--- config.mk ---
export PLATFORM = sky130hd
export DESIGN_NAME = ccg_clock_ctrl
export DESIGN_NICKNAME = d
export VERILOG_FILES = /design/src/rtl/ccg_pkg.sv /design/src/rtl/ccg_clock_ctrl.sv
export SDC_FILE = /design/constraint.sdc
export NUM_CORES = 1
export LEC_CHECK = 0
export BUFFER_PORTS_ARGS = -buffer_cell sky130_fd_sc_hd__buf_2
export CAP_MARGIN = 25
export CORE_UTILIZATION = 45
export DETAILED_ROUTE_END_ITERATION = 7
export PLACE_DENSITY = 0.7
export SYNTH_ARGS = -nofsm -noshare
export SYNTH_HDL_FRONTEND = slang
export SYNTH_SLANG_ARGS = --single-unit
--- constraint.sdc ---
create_clock -name pclk -period 5.9 [get_ports pclk]
set_input_delay 0.59 -clock pclk [delete_from_list [all_inputs] [get_ports pclk]]
set_output_delay 0.59 -clock pclk [all_outputs]
set_load 0.02 [all_outputs]
--- src/rtl/ccg_pkg.sv ---
// Purpose: constants and types for the clock generation control block
// Assumes: registers stand at index*4 on APB; oscillators arrive as ticks
// Notes:   one tick per oscillator period, synchronous to pclk
package ccg_pkg;
    // ----------------------------------------------------------------
    // register indexes (byte address = index * 4)
    // ----------------------------------------------------------------
    localparam logic [15:0] IDX_FREQ_CTRL_0 = 16'hF002;
    localparam logic [15:0] IDX_FREQ_CTRL_1 = 16'hF003;
    localparam logic [15:0] IDX_IRQ_STATUS  = 16'hF004;
    localparam logic [15:0] IDX_IRQ_MASK    = 16'hF005;
    // ----------------------------------------------------------------
    // reset values
    // ----------------------------------------------------------------
    localparam logic [7:0] RST_FREQ_CTRL_0 = 8'h33;
    localparam logic [7:0] RST_FREQ_CTRL_1 = 8'h03;
    // ----------------------------------------------------------------
    // field positions
    // ----------------------------------------------------------------
    localparam int CPU_DIV_LSB   = 0;
    localparam int OSC_MODE_LO   = 2;
    localparam int OUT_DIV_LSB   = 4;
    localparam int OSC_MODE_HI   = 6;
    localparam int CPU_SRC_BIT   = 0;
    localparam int OSC_EN_BIT    = 1;
    localparam int DOUBLER_BIT   = 2;
    localparam int PLL_LOCK_BIT  = 7;
    localparam int IRQ_FAST_RDY  = 0;
    localparam int IRQ_PLL_LOCK  = 1;
    localparam int IRQ_SLOW_RDY  = 2;
    localparam int IRQ_W         = 3;
    // ----------------------------------------------------------------
    // start-up counts, in oscillator ticks
    // ----------------------------------------------------------------
    localparam int START_RC500   = 128;
    localparam int START_XTAL    = 4096;
    localparam int START_PLL     = 4096;
    localparam int START_RC2M    = 2048;
    localparam int START_RESET   = 8192;
    localparam int SLOW_STAB     = 8192;
    localparam int CNT_W         = 14;
    // ----------------------------------------------------------------
    // types
    // ----------------------------------------------------------------
    typedef enum logic [2:0] {
        MODE_RC500 = 3'b000,
        MODE_XTAL  = 3'b001,
        MODE_PLL   = 3'b010,
        MODE_EXT   = 3'b011,
        MODE_RC2M  = 3'b100
    } ccg_mode_t;
    typedef enum logic [2:0] {
        OSC_OFF  = 3'b001,
        OSC_WAIT = 3'b010,
        OSC_RUN  = 3'b100
    } ccg_osc_state_t;
    typedef struct packed {
        logic rc500;
        logic rc2m;
        logic xtal;
        logic pll;
        logic ext;
    } ccg_osc_ticks_t;
    typedef struct packed {
        logic slow_clk;
        logic slow_clk_doubled;
        logic fast_clk;
        logic cpu_clk;
        logic port_out_clk;
    } ccg_clk_out_t;
endpackage

--- src/rtl/ccg_clock_ctrl.sv ---
// Purpose: clock generation control with APB register access
// Assumes: oscillator and slow clocks arrive as one-cycle ticks on pclk
// Notes:   clock outputs are one-cycle tick pulses, used as enables
// Summary of operation
// - after reset the cpu runs from the 500 kHz RC divided by eight.
// - fast divider codes 00..11 give osc clock divided by 1, 2, 4, 8.
// - in PLL mode code 00 gives half the osc clock.
// - mode field picks RC500, crystal, PLL, external or 2 MHz RC.
// - low two mode bits are writable only while oscillator is off.
// - port output divider codes 00..11 divide osc clock by 1..8.
// - cpu source bit picks slow clock at 0, fast clock at 1.
// - oscillator off forces cpu source bit to 0, cpu on slow clock.
// - enable bit starts and stops the fast oscillator, reset 1.
// - doubler enable turns the 64 kHz doubled slow clock on or off.
// - read-only lock flag is 1 only while PLL is active and in window.
// - five clocks out: slow, doubled slow, fast, cpu and port output.
// - RC500 mode delivers osc clock after 128 counted pulses, 8192 on the first start after reset.
// - PLL and crystal modes deliver osc clock after 4096 pulses.
// - 2 MHz RC mode delivers osc clock after 2048 pulses.
// - slow clock reaches peripherals after 8192 stabilising pulses.
`timescale 1ns/1ps
module ccg_clock_ctrl #(
    parameter int ADDR_W      = 18,
    parameter int RESET_START = ccg_pkg::START_RESET,
    parameter int SLOW_COUNT  = ccg_pkg::SLOW_STAB
) (
    input  wire logic                   pclk,
    input  wire logic                   presetn,
    input  wire logic                   psel,
    input  wire logic                   penable,
    input  wire logic                   pwrite,
    input  wire logic [ADDR_W-1:0]      paddr,
    input  wire logic [31:0]            pwdata,
    input  wire logic [3:0]             pstrb,
    output logic [31:0]                 prdata,
    output logic                        pready,
    output logic                        pslverr,
    input  wire ccg_pkg::ccg_osc_ticks_t osc_ticks,
    input  wire logic                   slow_tick,
    input  wire logic                   slow_x2_tick,
    input  wire logic                   pll_in_window,
    output ccg_pkg::ccg_clk_out_t       clk_out,
    output logic                        fast_osc_run,
    output logic                        irq
);
    // ----------------------------------------------------------------
    // registers and decode
    // ----------------------------------------------------------------
    logic [7:0]              freq_control_0;
    logic [6:0]              freq_control_1;
    logic                    pll_lock_flag;
    logic [ccg_pkg::IRQ_W-1:0] irq_status;
    logic [ccg_pkg::IRQ_W-1:0] irq_mask;
    logic [15:0]             idx;
    logic                    acc;
    logic                    wr_lo0;
    logic                    wr_fc1;
    logic [7:0]              fc1_data;
    logic [7:0]              next_fc0;
    logic [6:0]              next_fc1;
    logic [2:0]              osc_mode;
    logic                    fast_osc_enable;
    logic                    cpu_clk_source;
    logic                    slow_doubler_enable;
    assign idx = 16'(paddr[ADDR_W-1:2]);
    assign acc = psel & penable & pready;
    assign wr_lo0 = acc & pwrite & (idx == ccg_pkg::IDX_FREQ_CTRL_0)
                  & pstrb[0];
    // second byte lane at the first address reaches the second register
    assign wr_fc1 = acc & pwrite &
                    (((idx == ccg_pkg::IDX_FREQ_CTRL_0) & pstrb[1]) |
                     ((idx == ccg_pkg::IDX_FREQ_CTRL_1) & pstrb[0]));
    assign fc1_data = (idx == ccg_pkg::IDX_FREQ_CTRL_0) ?
                      pwdata[15:8] : pwdata[7:0];
    assign osc_mode = {freq_control_0[ccg_pkg::OSC_MODE_HI],
                       freq_control_0[ccg_pkg::OSC_MODE_LO+1 -: 2]};
    assign fast_osc_enable     = freq_control_1[ccg_pkg::OSC_EN_BIT];
    assign cpu_clk_source      = freq_control_1[ccg_pkg::CPU_SRC_BIT];
    assign slow_doubler_enable = freq_control_1[ccg_pkg::DOUBLER_BIT];
    always_comb begin
        next_fc0 = freq_control_0;
        next_fc1 = freq_control_1;
        if (wr_lo0) begin
            next_fc0 = pwdata[7:0];
            if (fast_osc_enable) begin
                next_fc0[ccg_pkg::OSC_MODE_LO+1 -: 2] =
                    freq_control_0[ccg_pkg::OSC_MODE_LO+1 -: 2];
            end
        end
        if (wr_fc1) begin
            next_fc1 = fc1_data[6:0];
        end
        if (!next_fc1[ccg_pkg::OSC_EN_BIT]) begin
            next_fc1[ccg_pkg::CPU_SRC_BIT] = 1'b0;
        end
    end
    // reset values leave cpu on RC500 divided by eight
    always_ff @(posedge pclk or negedge presetn) begin
        if (!presetn) begin
            freq_control_0 <= ccg_pkg::RST_FREQ_CTRL_0;
            freq_control_1 <= ccg_pkg::RST_FREQ_CTRL_1[6:0];
        end else begin
            freq_control_0 <= next_fc0;
            freq_control_1 <= next_fc1;
        end
    end
    // ----------------------------------------------------------------
    // apb answer: zero wait, data prepared in the setup cycle
    // ----------------------------------------------------------------
    always_ff @(posedge pclk or negedge presetn) begin
        if (!presetn) begin
            prdata  <= 32'h0000_0000;
            pready  <= 1'b0;
            pslverr <= 1'b0;
        end else begin
            pready  <= psel & ~penable;
            pslverr <= 1'b0;
            prdata  <= 32'h0000_0000;
            if (psel && !penable) begin
                if (idx == ccg_pkg::IDX_FREQ_CTRL_0) begin
                    prdata <= {16'h0000, pll_lock_flag, freq_control_1,
                               freq_control_0};
                end else if (idx == ccg_pkg::IDX_FREQ_CTRL_1) begin
                    prdata <= {24'h00_0000, pll_lock_flag, freq_control_1};
                end else if (idx == ccg_pkg::IDX_IRQ_STATUS) begin
                    prdata <= {29'h0, irq_status};
                end else if (idx == ccg_pkg::IDX_IRQ_MASK) begin
                    prdata <= {29'h0, irq_mask};
                end else begin
                    pslverr <= 1'b1;
                end
            end
        end
    end
    // ----------------------------------------------------------------
    // oscillator start-up
    // ----------------------------------------------------------------
    ccg_pkg::ccg_osc_state_t  osc_state;
    logic                     osc_tick;
    logic [ccg_pkg::CNT_W-1:0] start_cnt;
    logic [ccg_pkg::CNT_W-1:0] start_limit;
    logic                     first_start;
    always_comb begin
        osc_tick    = osc_ticks.rc2m;
        start_limit = ccg_pkg::CNT_W'(ccg_pkg::START_RC2M);
        case (osc_mode)
            ccg_pkg::MODE_RC500: begin
                osc_tick    = osc_ticks.rc500;
                start_limit = ccg_pkg::CNT_W'(ccg_pkg::START_RC500);
            end
            ccg_pkg::MODE_XTAL: begin
                osc_tick    = osc_ticks.xtal;
                start_limit = ccg_pkg::CNT_W'(ccg_pkg::START_XTAL);
            end
            ccg_pkg::MODE_PLL: begin
                osc_tick    = osc_ticks.pll;
                start_limit = ccg_pkg::CNT_W'(ccg_pkg::START_PLL);
            end
            ccg_pkg::MODE_EXT: begin
                osc_tick    = osc_ticks.ext;
                start_limit = ccg_pkg::CNT_W'(ccg_pkg::START_XTAL);
            end
            default: ;
        endcase
        if (first_start) begin
            start_limit = ccg_pkg::CNT_W'(RESET_START);
        end
    end
    always_ff @(posedge pclk or negedge presetn) begin
        if (!presetn) begin
            osc_state   <= ccg_pkg::OSC_OFF;
            start_cnt   <= '0;
            first_start <= 1'b1;
        end else begin
            case (osc_state)
                ccg_pkg::OSC_OFF: begin
                    start_cnt <= '0;
                    if (fast_osc_enable) begin
                        osc_state <= ccg_pkg::OSC_WAIT;
                    end
                end
                ccg_pkg::OSC_WAIT: begin
                    if (!fast_osc_enable) begin
                        osc_state <= ccg_pkg::OSC_OFF;
                    end else if (osc_tick) begin
                        start_cnt <= start_cnt + 1'b1;
                        if (start_cnt == start_limit - 1'b1) begin
                            osc_state   <= ccg_pkg::OSC_RUN;
                            first_start <= 1'b0;
                        end
                    end
                end
                ccg_pkg::OSC_RUN: begin
                    if (!fast_osc_enable) begin
                        osc_state <= ccg_pkg::OSC_OFF;
                    end
                end
                default: osc_state <= ccg_pkg::OSC_OFF;
            endcase
        end
    end
    // ----------------------------------------------------------------
    // dividers and clock ticks
    // ----------------------------------------------------------------
    logic [2:0]                div_cnt;
    logic [1:0]                fast_sel;
    logic                      osc_live;
    logic                      fast_hit;
    logic                      out_hit;
    logic                      slow_ok;
    logic [ccg_pkg::CNT_W-1:0] slow_cnt;
    // a tick passes when the low sel bits of the divider are all ones
    function automatic logic div_hit(input logic [2:0] cnt,
                                     input logic [1:0] sel);
        logic [2:0] mask;
        mask = 3'((4'h1 << sel) - 4'h1);
        return (cnt & mask) == mask;
    endfunction
    assign osc_live = (osc_state == ccg_pkg::OSC_RUN) & osc_tick;
    always_comb begin
        fast_sel = freq_control_0[ccg_pkg::CPU_DIV_LSB+1 -: 2];
        if (osc_mode == ccg_pkg::MODE_PLL && fast_sel == 2'b00) begin
            fast_sel = 2'b01;
        end
    end
    assign fast_hit = osc_live & div_hit(div_cnt, fast_sel);
    assign out_hit  = osc_live &
        div_hit(div_cnt, freq_control_0[ccg_pkg::OUT_DIV_LSB+1 -: 2]);
    always_ff @(posedge pclk or negedge presetn) begin
        if (!presetn) begin
            div_cnt <= 3'h0;
        end else if (osc_state != ccg_pkg::OSC_RUN) begin
            div_cnt <= 3'h0;
        end else if (osc_tick) begin
            div_cnt <= div_cnt + 3'h1;
        end
    end
    // slow clock held back until the crystal has settled
    always_ff @(posedge pclk or negedge presetn) begin
        if (!presetn) begin
            slow_cnt <= '0;
            slow_ok  <= 1'b0;
        end else if (!slow_ok && slow_tick) begin
            slow_cnt <= slow_cnt + 1'b1;
            if (slow_cnt == ccg_pkg::CNT_W'(SLOW_COUNT - 1)) begin
                slow_ok <= 1'b1;
            end
        end
    end
    always_ff @(posedge pclk or negedge presetn) begin
        if (!presetn) begin
            clk_out      <= '0;
            fast_osc_run <= 1'b0;
        end else begin
            clk_out.slow_clk         <= slow_ok & slow_tick;
            clk_out.slow_clk_doubled <= slow_ok & slow_doubler_enable &
                                        slow_x2_tick;
            clk_out.fast_clk         <= fast_hit;
            clk_out.port_out_clk     <= out_hit;
            // cpu falls back to slow clock whenever the source bit is 0
            clk_out.cpu_clk <= cpu_clk_source ? fast_hit
                                              : (slow_ok & slow_tick);
            fast_osc_run <= osc_state == ccg_pkg::OSC_RUN;
        end
    end
    // ----------------------------------------------------------------
    // lock flag and interrupts
    // ----------------------------------------------------------------
    logic [ccg_pkg::IRQ_W-1:0] events;
    logic [ccg_pkg::IRQ_W-1:0] clr;
    logic                      next_lock;
    assign next_lock = pll_in_window & fast_osc_enable &
                       (osc_mode == ccg_pkg::MODE_PLL);
    assign events = {~slow_ok & slow_tick &
                     (slow_cnt == ccg_pkg::CNT_W'(SLOW_COUNT - 1)),
                     next_lock & ~pll_lock_flag,
                     (osc_state == ccg_pkg::OSC_RUN) & ~fast_osc_run};
    assign clr = (acc && pwrite && idx == ccg_pkg::IDX_IRQ_STATUS &&
                  pstrb[0]) ? pwdata[ccg_pkg::IRQ_W-1:0] : '0;
    always_ff @(posedge pclk or negedge presetn) begin
        if (!presetn) begin
            pll_lock_flag <= 1'b0;
            irq_status    <= '0;
            irq_mask      <= '0;
            irq           <= 1'b0;
        end else begin
            pll_lock_flag <= next_lock;
            // a new event wins over a same-cycle clear
            irq_status <= (irq_status & ~clr) | events;
            if (acc && pwrite && idx == ccg_pkg::IDX_IRQ_MASK && pstrb[0]) begin
                irq_mask <= pwdata[ccg_pkg::IRQ_W-1:0];
            end
            irq <= |(irq_status & irq_mask);
        end
    end
endmodule

* Yosys cells after proc, flatten, opt, wreduce, memory -nomap -nowiden *
Cells that the tools add are included.

operators by class
  add/subtract/negate cells = 6
  equality and inequality tests = 22
  shifts and indexed selects = 2
  multiplexer cells = 30
  bitwise gates (word level) = 33
  reduce and logical (&&, ||, !) cells = 21

operators by type and width
  kind                                                   count
  equality test 16 bit, second input constant            4
  2-to-1 mux 14 bit                                      3
  2-to-1 mux 16 bit                                      2
  2-to-1 mux 3 bit                                       10
  adder 14 x 1 -> 14 bit, second input constant          2
  case mux 14 bit (2 select lines)                       1
  case mux 13 bit (2 select lines)                       1
  bitwise AND 1 bit                                      21
  equality test 14 x 13 -> 1 bit, second input constant  1
  equality test 14 bit                                   1
  subtractor 14 x 1 -> 14 bit, second input constant     1
  bitwise AND 3 bit                                      4
  inequality test 2 bit, second input constant           5
  equality test 3 x 2 -> 1 bit, second input constant    3
  inequality test 3 bit, second input constant           3
  case mux 3 bit (3 select lines)                        1
  logical AND 1 bit                                      8
  2-to-1 mux 8 bit                                       1
  AND reduction 4 bit                                    2
  2-to-1 mux 1 bit                                       7
  2-to-1 mux 7 bit                                       1
  equality test 3 x 1 -> 1 bit, second input constant    2
  equality test 3 bit                                    2
  OR reduction 3 bit                                     2
  16 further kinds                                       26

storage, ports and cells
  register bits = 99
  bits of input ports = 67
  output and inout bits = 41
  word-level logic and storage cells = 138

* Depth between registers and ports, before layout *
Gate-level depths: netlist (run 1).

  word-level depth = 10
  gate-level depth with buffers = 7
  mapped depth without buffers = 6

* Worst setup path before layout (run 1) *
Ideal clock, no wire load.

  path kind = flip-flop to flip-flop
  from = reg freq_control_0[6]
  to = reg osc_state[1]
  library setup time = 126 ps
  data arrival time = 2029 ps
  required time = 5774 ps
  path slack = 3745 ps
  stages on the path, launching flop included = 8
  buffers on the path = 1
  clock period less this slack = 2155 ps
  path through = dfrtp_1 > buf_2 > or4_4 > ha_1 > xor2_1 > and2_1 > nand4_1 > o311a_1

on the way
  cells in the longest elaborated chain, start to end = 8
  elaborated cells on any way between the ends = 13
  classes of those cells = add/sub: 1; eq/ne: 6; mux: 3; reduce/logical: 3

ends and longest elaborated chain
  element                                                                              line                   RTL
  from (decl)                                                                          ccg_clock_ctrl.sv:49   logic [7:0] freq_control_0;
  from (signal assigned)                                                               ccg_clock_ctrl.sv:100  freq_control_0 <= ccg_pkg::RST_FREQ_CTRL_0;
  from (signal assigned)                                                               ccg_clock_ctrl.sv:103  freq_control_0 <= next_fc0;
  equality test 3 x 2 -> 1 bit / equality test 3 x 1 -> 1 bit (equally long branches)  ccg_clock_ctrl.sv:146  case (osc_mode)
  OR reduction 3 bit (no source line)                                                  --
  case mux 13 bit (2 select lines)                                                     ccg_clock_ctrl.sv:146
  2-to-1 mux 14 bit                                                                    ccg_clock_ctrl.sv:165  if (first_start) begin
  subtractor 14 x 1 -> 14 bit                                                          ccg_clock_ctrl.sv:187  if (start_cnt == start_limit - 1'b1) begin
  equality test 14 bit                                                                 ccg_clock_ctrl.sv:187
  inequality test 3 bit (no source line)                                               --
  AND reduction 4 bit (no source line) *                                               --
  to (signal assigned)                                                                 ccg_clock_ctrl.sv:184  osc_state <= ccg_pkg::OSC_OFF;
  to (signal assigned)                                                                 ccg_clock_ctrl.sv:188  osc_state <= ccg_pkg::OSC_RUN;
  to (signal assigned)                                                                 ccg_clock_ctrl.sv:195  osc_state <= ccg_pkg::OSC_OFF;
  to (decl)                                                                            ccg_clock_ctrl.sv:138  ccg_pkg::ccg_osc_state_t osc_state;

Mark *: on every way between the ends. The rest lies on a longest branch, timed or not.
A chain may end at the register's enable or synchronous reset.

* Final worst setup path (run 1) *
  from = reg freq_control_0[3]
  to = reg osc_state[1]

Same word-level chain as after synthesis.

==> out/summary.md, run 1 <==
The run finished, with violations left. The final reports fail on DRC. Using the TritonRoute via totals, the vias-per-cell ratio works out to 5.32.

The largest net degree at the start of global routing was 84; the global-route wire length before repair was 14.2 mm. The logs give 2,990 for the vias after detailed routing and 0 for the setup violation total in the final timing report. TritonCTS built the clock tree.

The number of design rule violations left after detail routing is 14, and the clock sink count is 83. Summed over all layers, the global routing overflow is 0. CTS placed an instance of clkbuf_8 at the clock tree root. In the synthesized netlist, the number of instances is 380. Placer congestion estimate: 0.807. For the number of warnings printed during yosys synthesis, the log shows 0. After synthesis the cells add up to 0.00418 mm^2. The critical path is of the flop to flop type.

Number of antenna violations at the first check in global routing: 0. The source-to-sink clock delay at the later pin of the worst-skew pair came out at 0.34 ns. The number of setup buffers added after CTS is 0. In the layout the commonest cells are dfrtp_1, buf_2, nand2_1, mux2i_1, mux2_2. The tools report the level count of the clock H-tree as 3.

In this run, synthesis inferred 0 flip-flops with an integrated enable. Slew at the pin closest to its max-slew limit: 1.14 ns. The area of the die was 0.00969 mm^2.

The number of buffers on the longest clock path was 2. The tool flagged a number of max-cap violations equal to 0. The top cell type by total area after synthesis was dfrtp_1.

The critical path goes through mux2i_1 -> a222oi_1 -> nand4_1 -> o311a_1. By area the synthesized netlist is led by dfrtp_1, mux2i_1, mux2_2, dfstp_2, buf_4. The area growth from synthesis to layout is 15.2%. The floorplan has 34 rows. Setup repair after global routing left no endpoint under its margin. Endpoint of the worst-slack reg-to-reg timing path: osc_state[1]. Synthesis inferred 83 register bits. The detail route stage leaves a number of antenna-violating nets equal to 0. The run gives 2.36 nW as the reported leakage power. Initial cell density of the core: 0.473. The share of the clock period used by the worst path after layout works out to 0.420. The most common cell after layout, fill and taps aside was dfrtp_1.

The detailed router finished its first iteration with 126 violations. For the peak ir drop on the vdd network, the log shows 0.126 mV. Along the worst path, the maximum fanout reaches 8. In this run the worst hold path is classified as input pin to asynchronous set/reset pin. The library cell contributing the largest single delay on the critical path was a222oi_1. The logs give 0.00209 mm^2 for the register cell area after layout and 7 for the count of TritonRoute iterations in the first routing pass. The run gives 0.0143 ns as the worst-case clock skew. The placeable core region was 0.00885 mm^2; the setup TNS was 0 ns. The total wire length after detailed routing was 8.37 mm; the areal power density over the cells was 251 mW/mm^2. The die is 98.4 um tall. The setup slack of the most critical reg-to-reg path came out at 3.42 ns.

The tools report the number of hold violations in the final report as 0. Estimated wirelength of the detail-placed design: 5.92 mm. For the worst setup path, the data arrival time is 2.69 ns.

The run gives 0.243 as the worst slew slack as a fraction of its limit. The port buffer count was 70. The kind of launch point of the worst setup path is a flop.

The worst register-to-register path begins at freq_control_0[3]. Each instance of the synthesized netlist takes up on average 11.0 um^2. The share of synthesized registers carrying an async set or reset is 1.00, and the multi-input logic area is 0.00191 mm^2. Counting both buffers and inverters, the worst setup path holds a total of 0. The time the worst path needs with I/O delays and setup was 2.48 ns. The kind of cell with the highest combined delay along the critical path is compound AO/OA/AOI/OAI gates. Derived from the worst setup path, the maximum achievable clock frequency is 404 MHz. The filler cells instantiated in the layout total 781.

The number of cells on the worst reg-to-reg path is 4. The total routing resource utilization after global routing is 0.183, and the number of buffers created by CTS is 9. The die extent in x came out at 98.4 um. The sequential cell area fraction in the yosys report is 0.499, and the number of hold buffers added after CTS is 0. Antenna diode count: 0.

After the last flow step, the layout net total stands at 520. The final max-slew violation count is 0, and the number of primary I/O pins is 108. The fraction of final layout cells with drive strength greater than 1 came out at 0.275. The total design power was 1.21 mW. In this design, the stage delay of the slowest critical-path cell is 0.97 ns.

The kind of end point of the critical path is a flop. The most used flip-flop cell after synthesis is dfrtp_1. The clock-pin slew of the registers on the worst-case setup and hold paths was 0.08 ns.

The logs give 2,979 for the via count of the first global-routing pass and 48 for the number of different library cells in the post-synthesis netlist. At the worst endpoint, the required time is 6.12 ns. The share of the synthesized area in the top cell type is 0.449.

The number of gates resized after cts was 0; the average wire per standard cell was 14.9 um.
## worst reg2reg max path, delay by kind of cell, from the launching register on
kind / cells / cell delay [ns]
AOI/OAI and AO/OA: 2 / 1.40
DFF: 1 / 0.52
muxes: 1 / 0.14
and+or+nand+nor: 1 / 0.30
## flip-flops by register name (all words and copies together), names as in the netlist, 3 cells and up
name,cells
prdata,16
freq_control_1,7
slow_cnt,14
div_cnt,3
clk_out,5
irq_status,3
start_cnt,14
osc_state,3
freq_control_0,8
irq_mask,3
## cells by family (layout without fill, tap and decap cells)
group | after synthesis | after routing | share of synthesized area
buffers and inverters | 46 | 105 | 0.0580
adder cells (fa/ha/maj) | 4 | 4 | 0.0120
flip-flops | 83 | 83 | 0.499
multiplexers | 55 | 55 | 0.144
AO/OA/AOI/OAI | 41 | 41 | 0.0721
AND/OR/NAND/NOR | 134 | 134 | 0.180
XOR/XNOR | 16 | 16 | 0.0335
other | 1 | 16 | 0.000896
## report_power, final
group          switching [mW]  total [mW]  internal, mW
Clock                   0.202       0.484         0.282
Combinational          0.0643       0.110        0.0458
Sequential             0.0238       0.618         0.594
Total                   0.290        1.21         0.922
## routing by layer
layer  global-route usage  share of wire
met1                0.241           0.45
met2                0.303           0.49
met3               0.0284          0.046
met4               0.0792          0.016
met5                    0              0
## area by class of cell
cell class,count,area share
Clock buffer,11,0.0273
Inverter,16,0.0125
Multi-Input combinational cell,266,0.396
Tap cell,108,0.0280
Sequential cell,83,0.433
Clock inverter,5,0.0215
Timing Repair Buffer,73,0.0815
## synth_stat cells, drive strengths merged, types with 2 or more instances
library cell / n
mux2i: 30
nand2b: 18
a21oi: 4
o22ai: 3
xor2: 8
nand4: 7
o41ai: 4
nor2b: 4
buf: 22
nor3b: 2
dfrtp: 75
inv: 16
nand2: 30
and3: 6
nor2: 18
nor3: 7
nor4: 5
a222oi: 2
o21ai: 5
a31oi: 2
mux2: 25
xnor2: 8
dfstp: 8
a2111oi: 2
nand3: 9
clkbuf: 8
nand4b: 4
and2: 13
ha: 4
a211oi: 11
o31ai: 3
and4: 5
## per-stage QoR
| step | area [um^2] | cells | setup WS (ns) | hold slack, ns | util |
|---|---|---|---|---|---|
| after floorplan | 4240 | 395 | 3.74 | 0.294 | - |
| after global placement | 4550 | 543 | 3.09 | 0.453 | 0.514 |
| after detailed placement | 4550 | 543 | 3.10 | 0.455 | 0.514 |
| after CTS | 4780 | 559 | 3.36 | 0.468 | 0.540 |
| after global routing | 4820 | 562 | 3.19 | 0.0877 | 0.545 |
| final | 4820 | 562 | 3.42 | 0.0920 | 0.545 |
## worst max-delay path by stage
stage	from	endpoint	slack [ns]	depth (start not counted)
finish	freq_control_0[3]	osc_state[1]	3.42	4
global route	freq_control_0[3]	osc_state[1]	3.19	4
CTS	osc_state[2]	start_cnt[11]	3.36	4
detailed placement	paddr[5]	freq_control_1[4]	3.10	5
global placement	paddr[5]	freq_control_1[6]	3.09	5
floorplan	freq_control_0[6]	osc_state[1]	3.74	7
(Power assumes the default switching activity.)
==> run 2, diff against run 1 <==
--- a/config.mk
+++ b/config.mk
@@ -9,7 +9,7 @@
 export CAP_MARGIN = 25
 export CORE_UTILIZATION = 45
 export DETAILED_ROUTE_END_ITERATION = 7
-export PLACE_DENSITY = 0.7
+export PLACE_DENSITY = 0.72
 export SYNTH_ARGS = -nofsm -noshare
 export SYNTH_HDL_FRONTEND = slang
 export SYNTH_SLANG_ARGS = --single-unit
==> constraint.sdc (replaced) <==
create_clock -name pclk -period 2.1 [get_ports pclk]
set_input_delay 0.21 -clock pclk [delete_from_list [all_inputs] [get_ports pclk]]
set_output_delay 0.21 -clock pclk [all_outputs]
set_load 0.02 [all_outputs]
==> run 2 against run 1 <==
  * The flow still finishes with violations (DRC)
  * Critical path depth increased by 3
  * Highest routed layer unchanged
  * Global-route usage about the same
  * Non-clock buffer count grew 17
  * Final cell count is 3.0% higher
  * Total power rose to 2.6 times the previous value
  * Hold slack gained 0.016 ns
==> out/summary.md, run 2 (synthesized netlist as in run 1, its figures left out) <==
The share of the clock period used by the worst path after layout is 0.990 (+0.571), and the area of the die is 0.00969 mm^2 (unchanged). Flip-flop count of the largest register, all copies and words added: 16 (unchanged). In the final layout, the registers with the most flip-flops are prdata: 16 flops, slow_cnt: 14 flops, start_cnt: 14 flops. The via count of the first global-routing pass is 3,048 (+2.3%), and the number of nets with antenna violations after detailed routing is 0 (unchanged).

For the placeable core region, the log shows 0.00885 mm^2 (unchanged). The tools report the beginning of the worst hold path as pwdata[7]. The tools report the worst-case clock skew as 0.0177 ns (+0.00338 ns). The kind of path behind the tightest hold check is input pin to flop. Number of fillers in the final layout: 769 (-1.5%).

The die height is 98.4 um (unchanged). For the worst slew slack as a fraction of its limit, the log shows 0.582 (+0.339). The kind of end point of the critical path is a flop.

The worst register-to-register path ends at first_start. For the number of buffers created by CTS, the log shows 9 (unchanged). For the peak ir drop on the vdd network, the log shows 0.348 mV (+180%). The number of buffers on the longest clock path is 2 (unchanged).

The vias after detailed routing was 3,077 (+2.9%); the total routing resource utilization after global routing was 0.184 (+0.000227). The port buffer count is 70 (unchanged). The cell sitting at the root of the clock tree is a clkbuf_8. The placer congestion estimate is 0.826 (+2.3%), and the maximum fanout along the worst path is 2 (-6). The source-to-sink clock delay at the later pin of the worst-skew pair is 0.35 ns (about the same), and the maximum clock rate is 481 MHz (+19%). The switching share of power came out at 0.269 (+0.0302).

The logs give 0.00209 mm^2 (unchanged) for the register cell area after layout and 0 (unchanged) for the setup violation total in the final timing report. The antenna diode count was 0 (unchanged); the estimated wirelength of the detail-placed design was 6.29 mm (+6.4%). The critical path required time was 2.38 ns (-3.74 ns).

The run gives 0.100 (+0.009) as the combinational power share. The multi-input logic area was 0.00194 mm^2 (+1.3%). The path with the worst hold slack has its endpoint at freq_control_0[7]. The run gives 0.343 (-0.056) as the clock network fraction of total power. TritonCTS built the clock tree. The initial cell density of the core is 0.473 (unchanged), and the areal power density over the cells is 633 mW/mm^2 (+150%). The total wire length after detailed routing is 8.56 mm (+2.3%).

The checks that failed: DRC. Sequential share of power: 0.556 (+0.046). The fraction of final layout cells with drive strength greater than 1 is 0.310 (+0.0346). The layout net count was 537 (+3.3%); the total number of placement rows was 34 (unchanged). The worst hold path was traced through 2 stages. The time the worst path needs with I/O delays and setup was 2.08 ns (-0.396 ns); the max-cap check violation count was 0 (unchanged).

The number of antenna violations at the first check in global routing was 0 (unchanged). The tools report the setup slack of the most critical reg-to-reg path as 0.02 ns (-3.40 ns). Setup repair after global routing could not meet its margin everywhere. For the final max-slew violation count, the log shows 0 (unchanged). The final design utilization came out at 0.556 (+0.0113).

The average via count per standard cell works out to 5.31 (-0.11%). The run gives 0.108 ns (+0.0164 ns) as the final-layout worst hold slack. The internal power is 2.27 mW (+150%), and the number of design rule violations left after detail routing is 14 (unchanged). The switching power is 839 uW (+190%). The run gives 102 (-19%) as the initial DRC count. The startpoint identified for the worst register-to-register timing path is first_start.

The tools report the count of TritonRoute iterations in the first routing pass as 6 (-1). In the layout the commonest cells are dfrtp_1, buf_2, nand2_1, mux2i_1. STA classifies the critical path startpoint as a flop.

The signal arrival time at the worst endpoint is 2.36 ns (-0.33 ns). The clock-pin slew of the registers on the worst-case setup and hold paths came out at 0.09 ns (about the same). The type of the worst setup path is flop to flop.

The slew at the pin closest to its max-slew limit works out to 0.621 ns (-0.514 ns). The total congestion overflow was 0 (unchanged); the number of hold violations in the final report was 0 (unchanged). The number of primary I/O pins is 108 (unchanged), and the average wire per standard cell is 14.8 um (-0.73%). The run gives 3 (unchanged) as the level count of the clock H-tree. The register containing the most flip-flops in the final layout was prdata.

The tools report the clock sink count as 83 (unchanged). The run finished, with violations left. The global-route wire length before repair was 14.2 mm (+0.40%); the largest net degree at the start of global routing was 42 (-50%).

Relative to the synthesized area, the layout overhead comes to 17.6%. Depth of the most critical reg-to-reg path: 7 (+3). The most common cell after layout, fill and taps aside is dfrtp_1.

The die extent in x was 98.4 um (unchanged). The reported leakage power was 2.41 nW (+2.4%).
-- run 2: worst max-delay path: stages, from the launching register on --
cell	delay, ns
dfstp_2	0.38
or4_4	0.56
ha_4	0.28
xor2_1	0.12
and2_1	0.13
nand4_1	0.11
buf_4	0.19
o31a_1	0.24
-- run 2: worst max-delay path by stage --
stage	startpoint	to	slack (ns)	cells past startpoint
finish	first_start	first_start	0.02	7
global route	first_start	osc_state[2]	-0.06	7
CTS	freq_control_0[6]	osc_state[2]	0.008	7
detailed placement	first_start	first_start	-0.006	7
global placement	first_start	first_start	0.01	7
floorplan	freq_control_0[3]	osc_state[1]	0.005	7
-- run 2: per-stage QoR --
step / setup slack (ns) / cells / power [mW] / TNS [ns] / instance area [um^2]
finish: 0.0204 / 579 / 3.11 / 0 / 4920
global route: -0.0633 / 579 / 3.26 / -0.125 / 4920
CTS: 0.00847 / 579 / 3.15 / 0 / 4910
detailed placement: -0.00608 / 561 / 2.08 / -0.00608 / 4710
global placement: 0.0135 / 561 / 2.06 / 0 / 4710
floorplan: 0.00491 / 395 / 1.97 / 0 / 4250
-- run 2: area by class of cell --
class,instances,share of cell area
Clock buffer,10,0.0280
Clock inverter,6,0.00966
Inverter,16,0.0122
Multi-Input combinational cell,266,0.393
Sequential cell,83,0.424
Tap cell,108,0.0275
Timing Repair Buffer,90,0.105
-- run 2: layer usage --
| layer | routed length, um | track usage | up-vias |
|---|---|---|---|
| li1 | - | - | 1485 |
| met3 | 378 | 0.0248 | 13 |
| met2 | 4190 | 0.313 | 89 |
| met4 | 150 | 0.0781 | 0 |
| met1 | 3840 | 0.236 | 1490 |
| met5 | 0 | 0 | - |
-- run 2: power by group through the flow --
| stage | clock, mW | combinational, mW | sequential [mW] |
|---|---|---|---|
| finish | 1.07 | 0.313 | 1.73 |
| global route | 1.16 | 0.352 | 1.74 |
| CTS | 1.10 | 0.318 | 1.73 |
| detailed placement | 0 | 0.313 | 1.76 |
| global placement | 0 | 0.303 | 1.76 |
| floorplan | 0 | 0.213 | 1.75 |
-- run 2: timing repair --
action,in CTS,in global routing
endpoints found under the hold margin,34,0
endpoints found under the setup margin,1,3
hold buffers,1,0
gates resized for setup,0,2
pin swaps,3,2
setup buffers,1,0
==> run 3, diff against run 2 <==
--- a/config.mk
+++ b/config.mk
@@ -9,7 +9,8 @@
 export CAP_MARGIN = 25
 export CORE_UTILIZATION = 45
 export DETAILED_ROUTE_END_ITERATION = 7
-export PLACE_DENSITY = 0.72
+export GPL_TIMING_DRIVEN = 0
+export PLACE_DENSITY_LB_ADDON = 0.08
 export SYNTH_ARGS = -nofsm -noshare
 export SYNTH_HDL_FRONTEND = slang
 export SYNTH_SLANG_ARGS = --single-unit
==> run 3 against run 2 <==
  * Clock skew is 0.0042 ns lower
  * Clock power up 15%
  * The run now ends clean
  * Routed wire length increased by 2.1%
  * Largest cell class unchanged
==> out/summary.md, run 3 (synthesized netlist as in run 1, its figures left out) <==
The run finished with clean final reports. The worst-case clock skew is 0.0134 ns (-0.00423 ns). The die height works out to 98.4 um (unchanged). The flip-flop count of the largest register, all copies and words added was 16 (unchanged).

met2 is the most crowded layer. The areal power density over the cells is 657 mW/mm^2 (+3.9%), and the number of design rule violations left after detail routing is 0 (-14). The level count of the clock H-tree came out at 3 (unchanged). The type of the worst setup path was flop to flop. For the clock sink count, the log shows 83 (unchanged). The run gives 814 (+5.9%) as the number of fillers in the final layout.

The maximum fanout along the worst path works out to 3 (+1). The count of TritonRoute iterations in the first routing pass was 8 (+2). For the estimated wirelength of the detail-placed design, the log shows 6.24 mm (-0.82%). Setup violation total in the final timing report: 0 (unchanged). Final-layout worst hold slack: 0.0988 ns (-0.00954 ns). The kind of path behind the tightest hold check is input pin to flop. Setup repair after global routing could not meet its margin everywhere. The total non-filler cell area in the finished layout was 0.00502 mm^2 (+1.9%). The source-to-sink clock delay at the later pin of the worst-skew pair came out at 0.35 ns (about the same). The total routing resource utilization after global routing came out at 0.195 (+0.0115).

For the final max-slew violation count, the log shows 0 (unchanged). Reg-to-reg critical path startpoint: freq_control_0[2]. Met2 usage in global routing: 0.333 (+0.0200).

The number of buffers on the longest clock path was 2 (unchanged); the instance count after placement with tap cells included was 574 (+2.3%). The instance area at placement is 0.00477 mm^2 (+1.3%). The peak ir drop on the vdd network was 0.284 mV (-18%). The root buffer cell chosen for the clock tree is clkbuf_8. The tools report the signal arrival time at the worst endpoint as 2.33 ns (-0.03 ns).

The global-route wire length before repair was 15.0 mm (+5.4%); the largest net degree at the start of global routing was 68 (+62%). The die extent in x is 98.4 um (unchanged), and the total number of placement rows is 34 (unchanged). The time the worst path needs with I/O delays and setup was 2.09 ns (+0.0102 ns); the number of primary I/O pins was 108 (unchanged). The placeable core region was 0.00885 mm^2 (unchanged). The register containing the most flip-flops in the final layout was prdata. The tools report the placer congestion estimate as 0.880 (+6.6%). The tools report the met1 demand-to-capacity share in global routing as 0.250 (+0.0137).

The run gives 115 (+13%) as the initial DRC count. The setup TNS came out at 0 ns (unchanged). In the final layout, the registers with the most flip-flops are prdata: 16 flops, slow_cnt: 14 flops, start_cnt: 14 flops. The via count of the first global-routing pass is 3,134 (+2.8%). STA classifies the critical path endpoint as a flop. The tools report the layout net count as 550 (+2.4%).

The average via count per standard cell was 5.17 (-2.8%); the global-route met3 utilization was 0.0355 (+0.0106). The library cells used most frequently in the layout, excluding fill and tap cells, are buf_2, dfrtp_1, nand2_1, mux2i_1, buf_4. The fraction of final layout cells with drive strength greater than 1 is 0.316 (+0.00614), and the clock-pin slew of the registers on the worst-case setup and hold paths is 0.09 ns (about the same). TritonCTS built the clock tree. The number of nets with antenna violations after detailed routing is 0 (unchanged), and the average wire per standard cell is 14.8 um (-0.16%). The total wire length after detailed routing was 8.74 mm (+2.1%).

Port buffer count: 69 (-1.4%). Share of the clock period used by the worst path after layout: 0.995 (+0.00486). The antenna diode count was 0 (unchanged); the reported leakage power was 2.48 nW (+2.8%). Kind of launch point of the worst setup path: a flop.

The tools report the final instance count without filler cells as 592 (+2.2%). For the maximum clock rate, the log shows 479 MHz (-0.49%). The most critical setup path has its startpoint at freq_control_0[2].

The number of buffers created by CTS is 9 (unchanged), and the slew at the pin closest to its max-slew limit is 0.758 ns (+0.136 ns). Relative to the synthesized area, the layout overhead comes to 19.9%. The critical path required time came out at 2.34 ns (-0.04 ns). For the register cell area after layout, the log shows 0.00209 mm^2 (+0.18%). Max-cap check violation count: 0 (unchanged). The number of antenna violations at the first check in global routing is 0 (unchanged). The worst hold path begins at pwdata[7]. The logs give 0 (unchanged) for the number of hold violations in the final report and 3,059 (-0.58%) for the vias after detailed routing.

The initial cell density of the core is 0.473 (unchanged), and the worst slew slack as a fraction of its limit is 0.495 (-0.0871). The total congestion overflow is 0 (unchanged). For the multi-input logic area, the log shows 0.00193 mm^2 (-0.26%). The area of the die was 0.00969 mm^2 (unchanged). For the setup slack of the most critical reg-to-reg path, the log shows 0.01 ns (about the same).
run 3: changes by cell type in the layout (fill, tap and decap cells not counted), moves of 2 or more:
cell        before  now
dfrtp_2          0    3
clkbuf_8        10   12
clkbuf_1         0    8
buf_4           19   21
dfrtp_1         75   72
clkinvlp_4       4    0
buf_2           69   72
run 3: per-stage QoR:
step | utilization | worst slack (ns) | power (mW)
after CTS | 0.566 | 0.0118 | 3.33
after global routing | 0.567 | -0.0500 | 3.44
after detailed placement | 0.539 | -0.159 | 2.10
final | 0.567 | 0.0102 | 3.30
after global placement | 0.535 | -0.107 | 2.08
after floorplan | - | 0.00491 | 1.97
run 3: path summary, 6_finish.rpt:
path / to / cells past startpoint
setup / recovery: osc_state[1] / 6
hold reg to reg: slow_cnt[8] / 1
hold / removal: freq_control_0[7] / 2
max in group asynchronous: freq_control_0[0] / 3
setup reg to reg: osc_state[1] / 6
min in group asynchronous: prdata[12] / 2
run 3: worst max-delay path, stage by stage (launching register included):
cell	delay [ns]
dfrtp_2	0.42
or4_4	0.55
ha_4	0.28
xor2_1	0.13
and2_1	0.13
nand4_1	0.16
o311a_1	0.32
run 3: final cells by class:
cell class	instances	share of cell area
Multi-Input combinational cell	266	0.385
Sequential cell	83	0.417
Tap cell	108	0.0269
Clock inverter	3	0.00873
Buffer	28	0.0347
Timing Repair Buffer	75	0.0823
Inverter	16	0.0120
Clock buffer	13	0.0337
run 3: what timing repair did:
action | 4_1_cts | 5_1_grt
hold buffers | 1 | 0
endpoints found under the hold margin | 16 | 0
setup endpoints to repair | 3 | 12
pin swaps | 1 | 2
setup buffers | 2 | 1
gates resized for setup | 4 | 2
run 3: layer usage:
metal	vias up	wire length [um]
met5	-	0
met3	12	269
met2	68	4220
met4	0	124
li1	1523	-
met1	1456	4130
run 3: where the power goes:
group	switching, mW	total, mW	internal (mW)
clock network	0.575	1.23	0.651
registers	0.0615	1.73	1.67
logic	0.184	0.338	0.154
total	0.821	3.30	2.48
